--- src/rtl/ect_consts.vh ---
// Functional notes
// - event mode counts each selected input edge
// - event mode compare match raises interrupt and clears counter
// - event compare match is detected on the opposite edge
// - auto-capture copies live count into capture register b
// - zero after a compare clear is not auto-captured
// - capture mode counts on the prescaled internal clock
// - polarity 0: falling loads b, rising loads a, interrupts, clears
// - polarity 1: rising loads b, falling loads a, interrupts, clears
// - after a capture clear counting continues, next b edge reloads b
// - first edge of a-polarity loads a only; b keeps value, ff at reset
// - capture overflow at ff interrupts, loads ff into a, clears
// - after overflow capture and overflow stop until a is read
// - mode bit 0 is timer/event counter, 1 is capture
// - clock select 111 routes the input pin as counter clock
// - stop mode entry clears the run bit
`ifndef ECT_CONSTS_VH
`define ECT_CONSTS_VH

// ***************************************************
// register byte addresses
// ***************************************************
`define ECT_ADDR_CTRL      12'h000
`define ECT_ADDR_EDGE      12'h004
`define ECT_ADDR_CMPA      12'h008
`define ECT_ADDR_CAPB      12'h00c
`define ECT_ADDR_STAT      12'h010

// ***************************************************
// control register fields
// ***************************************************
`define ECT_CTRL_CK_LSB    1
`define ECT_CTRL_MODE_BIT  0
`define ECT_CTRL_RUN_BIT   4
`define ECT_CTRL_AUTO_CAPTURE_ENABLE_BIT  6
`define ECT_CK_EXT         3'h7

// ***************************************************
// reset values and prescaler taps
// ***************************************************
`define ECT_CAP_RESET      8'hff
`define ECT_CNT_MAX        8'hff
`define ECT_PRE_BASE       5

`endif

--- src/rtl/ect_prescaler.v ---
`timescale 1ns/1ps
`include "ect_consts.vh"
// ***************************************************
// free-running divider, one-cycle tick on the chosen tap
// ***************************************************
module ect_prescaler
#(
    parameter WIDTH = 14
)
(
    input  wire       mclk,
    input  wire       resetn,
    input  wire [2:0] tap_sel,
    output reg        tick
);
    reg  [WIDTH-1:0] div_q;
    wire [WIDTH-1:0] div_d;
    reg  [3:0]       bitpos;

    assign div_d = div_q + {{(WIDTH-1){1'b0}}, 1'b1};

    // tap 000 is the slowest; codes up to 110 each halve the period, 111 gives the same period as 110
    always @*
    begin
        bitpos = 4'h0;
        case (tap_sel)
            3'h0: bitpos = 4'hd;
            3'h1: bitpos = 4'hc;
            3'h2: bitpos = 4'hb;
            3'h3: bitpos = 4'ha;
            3'h4: bitpos = 4'h9;
            3'h5: bitpos = 4'h8;
            3'h6: bitpos = 4'h7;
            default: bitpos = 4'h7;
        endcase
    end

    // rising carry into the tap bit gives one pulse per period
    always @(posedge mclk)
    begin
        if (!resetn)
        begin
            div_q <= {WIDTH{1'b0}};
            tick  <= 1'b0;
        end
        else
        begin
            div_q <= div_d;
            tick  <= div_d[bitpos] & ~div_q[bitpos];
        end
    end
endmodule

--- src/rtl/ect_timer.v ---
// Local design decisions: the AHB-Lite interface to the registers and the register offsets.
`timescale 1ns/1ps
`include "ect_consts.vh"
// ***************************************************
// edge counter / capture timer with ahb-lite slave
// ***************************************************
module ect_timer
(
    input  wire        mclk,
    input  wire        resetn,
    input  wire        hsel,
    input  wire [11:0] haddr,
    input  wire [1:0]  htrans,
    input  wire        hwrite,
    input  wire [2:0]  hsize,
    input  wire [31:0] hwdata,
    input  wire        hready,
    output reg  [31:0] hrdata,
    output reg         hreadyout,
    output reg         hresp,
    input  wire        timer_input_pin,
    input  wire        stop_mode_entry,
    output reg         counter_interrupt
);
    // ***************************************************
    // registers
    // ***************************************************
    reg  [2:0]  counter_clock_select_q;
    reg         counter_mode_select_q;
    reg         counter_run_bit_q;
    reg         auto_capture_enable_q;
    reg         edge_polarity_select_q;
    reg  [7:0]  compare_capture_reg_a_q;
    reg  [7:0]  capture_reg_b_q;
    reg  [7:0]  count_q;
    reg         susp_q;       // overflow suspend in capture mode
    reg         cleared_q;    // count zero came from a match clear
    reg         pend_q;       // count reached compare, waiting opposite edge, or one cycle on internal clock
    reg  [2:0]  pin_sync_q;
    reg         pin_last_q;
    reg         ph_q;         // pending data phase
    reg         ph_wr_q;
    reg  [11:0] ph_addr_q;
    reg         irq_q;

    wire        tick;
    wire        pin_stable;
    wire        pin_rise;
    wire        pin_fall;
    wire        ext_clk;
    wire        sel_edge;
    wire        opp_edge;
    wire        cnt_en;
    wire        rd_a;
    wire [7:0]  count_inc;

    ect_prescaler #(.WIDTH(14)) u_pre
    (
        .mclk    (mclk),
        .resetn  (resetn),
        .tap_sel (counter_clock_select_q),
        .tick    (tick)
    );

    // ***************************************************
    // input synchroniser and edge detect
    // ***************************************************
    // stage 0 is only read by stage 1; change accepted when 1 and 2 agree
    always @(posedge mclk)
    begin
        if (!resetn)
        begin
            pin_sync_q <= 3'h0;
            pin_last_q <= 1'b0;
        end
        else
        begin
            pin_sync_q <= {pin_sync_q[1:0], timer_input_pin};
            if (pin_stable)
                pin_last_q <= pin_sync_q[1];
        end
    end

    assign pin_stable = (pin_sync_q[1] == pin_sync_q[2]);
    assign pin_rise   = pin_stable & pin_sync_q[1] & ~pin_last_q;
    assign pin_fall   = pin_stable & ~pin_sync_q[1] & pin_last_q;

    // selected edge counts, opposite edge checks the compare
    assign sel_edge = edge_polarity_select_q ? pin_fall : pin_rise;
    assign opp_edge = edge_polarity_select_q ? pin_rise : pin_fall;
    assign ext_clk  = (counter_clock_select_q == `ECT_CK_EXT);
    // capture mode always counts internal ticks
    assign cnt_en   = (ext_clk && !counter_mode_select_q) ? sel_edge
                    : tick;
    assign count_inc = count_q + 8'h01;

    // ***************************************************
    // bus decode
    // ***************************************************
    assign rd_a = ph_q & ~ph_wr_q & (ph_addr_q == `ECT_ADDR_CMPA);

    // address phase captured, data phase answered next cycle, zero wait
    always @(posedge mclk)
    begin
        if (!resetn)
        begin
            ph_q      <= 1'b0;
            ph_wr_q   <= 1'b0;
            ph_addr_q <= 12'h000;
            hreadyout <= 1'b1;
            hresp     <= 1'b0;
        end
        else if (hready)
        begin
            ph_q      <= hsel & htrans[1];
            ph_wr_q   <= hwrite;
            ph_addr_q <= haddr;
        end
    end

    // read mux registered so hrdata comes from flops
    always @(posedge mclk)
    begin
        if (!resetn)
            hrdata <= 32'h00000000;
        else if (hready && hsel && htrans[1] && !hwrite)
        begin
            case (haddr)
                `ECT_ADDR_CTRL:
                    hrdata <= {25'h0, auto_capture_enable_q, 1'b0,
                               counter_run_bit_q, counter_clock_select_q,
                               counter_mode_select_q};
                `ECT_ADDR_EDGE: hrdata <= {31'h0, edge_polarity_select_q};
                `ECT_ADDR_CMPA: hrdata <= {24'h0, compare_capture_reg_a_q};
                `ECT_ADDR_CAPB: hrdata <= {24'h0, capture_reg_b_q};
                `ECT_ADDR_STAT: hrdata <= {22'h0, susp_q, pend_q, count_q};
                default:        hrdata <= 32'h00000000;
            endcase
        end
    end

    // ***************************************************
    // configuration writes
    // ***************************************************
    always @(posedge mclk)
    begin
        if (!resetn)
        begin
            counter_clock_select_q <= 3'h0;
            counter_mode_select_q  <= 1'b0;
            counter_run_bit_q      <= 1'b0;
            auto_capture_enable_q  <= 1'b0;
            edge_polarity_select_q <= 1'b0;
        end
        else
        begin
            if (ph_q && ph_wr_q && ph_addr_q == `ECT_ADDR_CTRL)
            begin
                counter_clock_select_q <= hwdata[`ECT_CTRL_CK_LSB+2:
                                                 `ECT_CTRL_CK_LSB];
                counter_mode_select_q  <= hwdata[`ECT_CTRL_MODE_BIT];
                counter_run_bit_q      <= hwdata[`ECT_CTRL_RUN_BIT];
                auto_capture_enable_q  <= hwdata[`ECT_CTRL_AUTO_CAPTURE_ENABLE_BIT];
            end
            if (ph_q && ph_wr_q && ph_addr_q == `ECT_ADDR_EDGE)
                edge_polarity_select_q <= hwdata[0];
            // stop mode wins over a same-cycle write
            if (stop_mode_entry)
                counter_run_bit_q <= 1'b0;
        end
    end

    // ***************************************************
    // counter, compare and capture engine
    // ***************************************************
    // register a: software compare in counter mode, capture in capture mode
    always @(posedge mclk)
    begin
        if (!resetn)
        begin
            count_q                 <= 8'h00;
            compare_capture_reg_a_q <= 8'h00;
            capture_reg_b_q         <= `ECT_CAP_RESET;
            susp_q                  <= 1'b0;
            cleared_q               <= 1'b0;
            pend_q                  <= 1'b0;
            irq_q                   <= 1'b0;
            counter_interrupt       <= 1'b0;
        end
        else
        begin
            irq_q             <= 1'b0;
            counter_interrupt <= irq_q;
            if (ph_q && ph_wr_q && ph_addr_q == `ECT_ADDR_CMPA)
                compare_capture_reg_a_q <= hwdata[7:0];
            if (!counter_run_bit_q)
            begin
                count_q   <= 8'h00;
                pend_q    <= 1'b0;
                cleared_q <= 1'b0;
                susp_q    <= 1'b0;
            end
            else if (!counter_mode_select_q)
            begin
                // timer / event counter mode
                if (cnt_en)
                begin
                    count_q   <= count_inc;
                    cleared_q <= 1'b0;
                end
                if (cnt_en && count_inc == compare_capture_reg_a_q)
                    pend_q <= 1'b1;
                if (pend_q && (ext_clk ? opp_edge : 1'b1))
                begin
                    irq_q     <= 1'b1;
                    count_q   <= 8'h00;
                    cleared_q <= 1'b1;
                    pend_q    <= 1'b0;
                end
                // live count into b, but not the zero after a match
                if (auto_capture_enable_q && !cleared_q &&
                    !(pend_q && (ext_clk ? opp_edge : 1'b1)))
                    capture_reg_b_q <= count_q;
            end
            else
            begin
                // capture mode
                if (tick)
                    count_q <= count_inc;
                if (!susp_q)
                begin
                    if (sel_edge)
                    begin
                        // polarity 0 selects rise: a-edge; b on fall
                        compare_capture_reg_a_q <= count_q;
                        irq_q   <= 1'b1;
                        count_q <= 8'h00;
                    end
                    else if (tick && count_q == `ECT_CNT_MAX)
                    begin
                        compare_capture_reg_a_q <= `ECT_CNT_MAX;
                        irq_q   <= 1'b1;
                        count_q <= 8'h00;
                        susp_q  <= 1'b1;
                    end
                    if (opp_edge)
                        capture_reg_b_q <= count_q;
                end
                // a read of register a resumes capture
                if (rd_a)
                    susp_q <= 1'b0;
            end
        end
    end
endmodule
--- config.mk ---
export PLATFORM = sky130hd
export DESIGN_NAME = ect_timer
export DESIGN_NICKNAME = d
export VERILOG_FILES = /design/src/rtl/ect_prescaler.v /design/src/rtl/ect_timer.v
export VERILOG_INCLUDE_DIRS = /design/src /design/src/rtl
export SDC_FILE = /design/constraint.sdc
export NUM_CORES = 1
export LEC_CHECK = 0
export ABC_AREA = 1
export BUFFER_PORTS_ARGS = -buffer_cell sky130_fd_sc_hd__buf_2
export CAP_MARGIN = 20
export CORE_MARGIN = 8
export CORE_UTILIZATION = 30
export CTS_CLUSTER_DIAMETER = 50
export CTS_CLUSTER_SIZE = 28
export DETAILED_ROUTE_END_ITERATION = 16
export GPL_ROUTABILITY_DRIVEN = 0
export PLACE_DENSITY = 0.55
export SYNTH_ARGS = -nofsm -noshare
export SYNTH_HDL_FRONTEND = slang
export SYNTH_HIERARCHICAL = 1
export SYNTH_SLANG_ARGS = --single-unit
--- constraint.sdc ---
create_clock -name mclk -period 2.02 [get_ports mclk]
set_clock_uncertainty 0.2 [all_clocks]
set_input_delay 0.404 -clock mclk [delete_from_list [all_inputs] [get_ports mclk]]
set_output_delay 0.404 -clock mclk [all_outputs]
set_load 0.05 [all_outputs]
== Word-level counts from Yosys, hierarchy flattened ==
Cells that the tools add are included.

* Bits of input ports: 56
* Word-level logic and storage cells: 123
* Output and inout port bits: 35
* Register bits after elaboration: 101

* Eq/ne operators: 17
* Magnitude comparators: 1
* Bitwise gates (word level): 14
* $add $sub $neg: 2
* Mux-type cells: 39
* Reductions and logical operators: 29

{| class="wikitable"
|+ Operator list
! operator !! number
|-
| two-way mux 8 bit || 17
|-
| case mux 10 bit (5 select lines) || 1
|-
| equality test 12 x 4 -> 1 bit (second input constant) || 3
|-
| equality test 12 x 3 -> 1 bit (second input constant) || 2
|-
| zero test 12 bit || 2
|-
| case mux 4 bit (6 select lines) || 1
|-
| two-way mux 1 bit || 18
|-
| adder 14 x 1 -> 14 bit (second input constant) || 1
|-
| logical AND 1 bit || 13
|-
| equality test 12 x 5 -> 1 bit (second input constant) || 1
|-
| equality test 3 bit (second input constant) || 3
|-
| adder 8 x 1 -> 8 bit (second input constant) || 1
|-
| AND 1 bit || 8
|-
| binary-select mux 1 bit (select 4 bit) || 2
|-
| equality test 8 bit || 1
|-
| equality test 8 bit (second input constant) || 1
|-
| equality test 3 x 2 -> 1 bit (second input constant) || 2
|-
| inverter 1 bit || 6
|-
| AND reduction 2 bit || 3
|-
| nonzero test 2 bit || 3
|-
| < comparator 4 x 5 -> 1 bit (second input constant) || 1
|-
| zero test 1 bit || 4
|-
| AND reduction 4 bit || 1
|-
| equality test 3 x 1 -> 1 bit (second input constant) || 1
|-
| 6 further kinds || 6
|}

== Logic depth before layout (Yosys ltp) ==
* Depth in word-level cells: 10
* Depth in mapped cells: 12

== Cells and area by module ==
Netlist, hierarchy kept.

{| class="wikitable"
|+ Modules (own cells, without submodules)
! module !! cells an instance !! seq. area each (um^2) !! area each (um^2) !! times used
|-
| ect_timer || 558 || 1281.2 || 3696.0 || 1
|-
| ect_prescaler || 138 || 300.3 || 887.1 || 1
|}

== Worst setup path after synthesis ==
No wires, ideal clock.

* Kind: flip-flop to flip-flop
* From: register count_q[1]
* To: register count_q[7]
* Buffers on the path: 0
* Data arrival time: 1.371 ns
* Stages on the path, launching flop included: 11
* Slack: 0.335 ns
* Required time: 1.706 ns
* Clock period less this slack: 1.685 ns
* Cell sequence: dfxtp_1 > ha_1 > nand2_2 > nor2_4 > nand3_2 > nand2_2 > nand2_2 > nand3_1 > nor2_1 > nor2_1 > nor2_1

* Word-level cells in the longest chain between the ends: 6
* Elaborated cells on any way between the ends: 10
* Those cells by class: add/sub: 1; eq/ne: 1; mux: 7; reduce/logical: 1

{| class="wikitable"
|+ Ends and longest elaborated chain
! element !! line !! text
|-
| start, declared || ect_timer.v:35 || <nowiki>reg [7:0] count_q;</nowiki>
|-
| start signal, assigned || ect_timer.v:208 || <nowiki>count_q <= count_inc;</nowiki>
|-
| start signal, assigned || ect_timer.v:229 || <nowiki>count_q <= count_inc;</nowiki>
|-
| adder 8 x 1 -> 8 bit or equality test 8 bit (tied branches) || -- ||
|-
| two-way mux 8 bit or logical AND 1 bit (tied branches) || -- ||
|-
| two-way mux 8 bit || ect_timer.v:239 || <nowiki>else if (tick && count_q == `ECT_CNT_MAX)</nowiki>
|-
| two-way mux 8 bit || ect_timer.v:232 || <nowiki>if (sel_edge)</nowiki>
|-
| two-way mux 8 bit || ect_timer.v:230 || <nowiki>if (!susp_q)</nowiki>
|-
| two-way mux 8 bit * || ect_timer.v:203 || <nowiki>else if (!counter_mode_select_q)</nowiki>
|}

Every way passes the cells marked *; elsewhere a longest branch is shown, timed or not. The select of a mux whose other input is x is not followed.
A chain may end at the register's enable or synchronous reset.

== Worst setup path after layout ==
* From: register count_q[0]
* To: register count_q[7]

The elaborated chain is that of the path after synthesis.

==> run_results.csv <==
group,metric,value,unit
final_layout,drive_above_1_share,0.164,
routing,num_vias,4430,
yosys,ys.flop_type,"dfxtp_1",
floorplanning,row_count,45,
final_layout,final_common_cell,"nand2_1",
power_and_ir_drop,p_total,3.60,mW
routing,drt_iter0_drc,307,
critical_path,cp-start-kind,"flip-flop",
final_layout,area_delta_synth_final,17.1,%
cts,clk_latency,350,ps
yosys,synth.avg_cell_area,6.58,sq um
critical_path,endpoint_kind,"flip-flop",
critical_path,crit_arrival,1910,ps
timing,timing.final.max_slew_violations,0,
routing,viasPerCell,4.69,
floorplanning,die_area,0.0195,sq mm
cts,cts.path.max_buffers,2,
timing,hold_violations,0,
timing,min_period,1880,ps
critical_path,reg2reg_depth,10,
yosys,yosys_warnings,6,
floorplanning,die_y,140,um
global_routing,grt_antenna_before_repair,0,
routing,first_pass_iters,4,
cts,clockRootBuffer,"clkbuf_16",
routing,drt_wl_total,12700,um
final_layout,diodes,0,
floorplanning,io_pins,91,
global_routing,grt_use_total,0.135,
final_layout,design_area,0.00537,sq mm
power_and_ir_drop,power_density,671,mW/mm^2
cts,clk_pin_slew,60,ps
min_path,holdPathStages,3,
cts,htreeDepth,3,
yosys,yosysSeqAreaShare,0.345,
yosys,syn_area,0.00458,sq mm
cts,clkSinkCount,79,
routing,drc_errors,0,
cts,numCtsBuffers,9,
cts,cts_tree,"built",
global_routing,grt_pass1_vias,4179,
yosys,syn_inst,696,
final_layout,layout_common_cells,"154 x nand2_1, 109 x nand3_1, 78 x dfxtp_1, 77 x inv_1, 64 x nor2_1",
timing,fmax,0.531,GHz
critical_path,worstSetupPathType,"reg2reg",
yosys,async_flop_share,0,
status,outcome,"finished, final reports clean",
power_and_ir_drop,ir_drop,0.438,mV
routing,antenna_left,0,
yosys,synth_edf_count,0,
critical_path,path_max_fanout,7,
placement,placed_area,0.00501,sq mm
global_routing,grt_pass1_wl,21200,um
min_path,hold_path_class,"in2reg",
placement,hpwl,9950,um
final_layout,nets,813,
timing,setup_viol,0,
yosys,post_synth_num_cell_types,36,
floorplanning,coreArea,0.0151,sq mm
global_routing,grt-ovfl-total,0,
critical_path,critical_path_required,2050,ps
yosys,synth_seq_cells,79,
global_routing,grt_max_degree,26,
power_and_ir_drop,p_leak,2.37,nW
timing,fin_hold_ws,49.5,ps
routing,wl_per_cell,13.5,um
floorplanning,start_util,0.304,
floorplanning,die_width,140,um
placement,portBuffers,38,
run,drv_cap,0,
timing,period_share,0.932,
==> registers in the layout, indices dropped and copies added (netlist names), 3 cells and up <==
signal,flops
count_q,8
capture_reg_b_q,8
pin_sync_q,3
counter_clock_select_q,3
ph_addr_q,12
u_pre/div_q,14
compare_capture_reg_a_q,8
hrdata,10
==> routing by layer <==
metal | track usage | part of all wire
met1 | 0.172 | 0.48
met3 | 0.0356 | 0.057
met5 | 0 | 0
met4 | 0.0429 | 0.014
met2 | 0.217 | 0.45
==> kinds of logic (layout without fill, tap and decap cells) <==
logic type / after synthesis / in the layout / synth area share
other: 2 / 24 / 0.00164
flip-flops: 79 / 79 / 0.345
buffers and inverters: 128 / 166 / 0.131
AO/OA/AOI/OAI: 89 / 89 / 0.106
XOR/XNOR: 3 / 3 / 0.00573
adder cells (fa/ha/maj): 6 / 6 / 0.0164
AND/OR/NAND/NOR: 389 / 389 / 0.394
==> per-stage QoR <==
stage | instances | util | TNS [ps] | worst slack [ps]
3_5_place_dp | 926 | 0.332 | 0 | 58.6
3_3_place_gp | 926 | 0.332 | 0 | 74.0
5_1_grt | 944 | 0.356 | -4.32 | -4.32
4_1_cts | 942 | 0.353 | 0 | 52.4
2_1_floorplan | 718 | - | 0 | 335
6_report | 944 | 0.356 | 0 | 138
==> cells in the mapped netlist (2+ instances only) <==
library cell,instances,area share
a21oi_1,39,0.043
a21oi_2,2,0.0038
buf_2,8,0.0087
buf_4,24,0.039
clkbuf_1,9,0.0074
clkbuf_8,2,0.0060
clkinv_1,3,0.0025
conb_1,2,0.0016
dfxtp_1,79,0.35
ha_1,6,0.016
inv_1,78,0.064
inv_2,4,0.0033
nand2_1,156,0.13
nand2_2,13,0.018
nand3_1,109,0.12
nand3_2,4,0.0087
nand3b_1,7,0.011
nand4_1,11,0.015
nor2_1,65,0.053
nor2_2,4,0.0055
nor2_4,8,0.020
nor3_1,7,0.0076
o211ai_1,7,0.011
o21ai_0,33,0.036
o21ai_1,2,0.0022
o21bai_1,2,0.0033
or2_1,2,0.0027
xor2_1,2,0.0038
==> critical path, cell delays in order (launching register included) <==
cell and delay (ps):
dfxtp_1 350, ha_1 200, nand2_2 100, nor2_4 220, nand3_2 120, nand2_2 110
nand2_2 130, nand3_1 100, nor2_1 40, nor2_1 130, nor2_1 60
==> area by class of cell <==
cell class | instances | area [sq um]
clock buffer | 12 | 267
clock inverter | 4 | 51.3
fill | 1681 | 9720
inverter | 85 | 319
multi-input combinational | 511 | 2510
sequential | 79 | 1580
tap | 188 | 235
timing repair buffer | 65 | 405
==> power by group <==
| part | total, mW | switching, mW | internal, mW |
|---|---|---|---|
| clock network | 1.73 | 0.667 | 1.06 |
| registers | 1.60 | 0.0181 | 1.59 |
| logic | 0.266 | 0.205 | 0.0612 |
| total | 3.60 | 0.890 | 2.71 |
==> final timing paths <==
check | slack, ps | startpoint | endpoint
max | 140 | count_q[0] | count_q[7]
min | 50 | timer_input_pin | pin_sync_q[0]
max reg2reg | 140 | count_q[0] | count_q[7]
min reg2reg | 210 | pin_sync_q[0] | pin_sync_q[1]
==> what timing repair did <==
action / 4_1_cts / 5_1_grt
hold buffers: 0 / 0
setup buffers: 0 / 2
resized for setup: 0 / 9
endpoints found under the setup margin: 0 / 18
No activity file was read; power rests on OpenSTA's default activity.
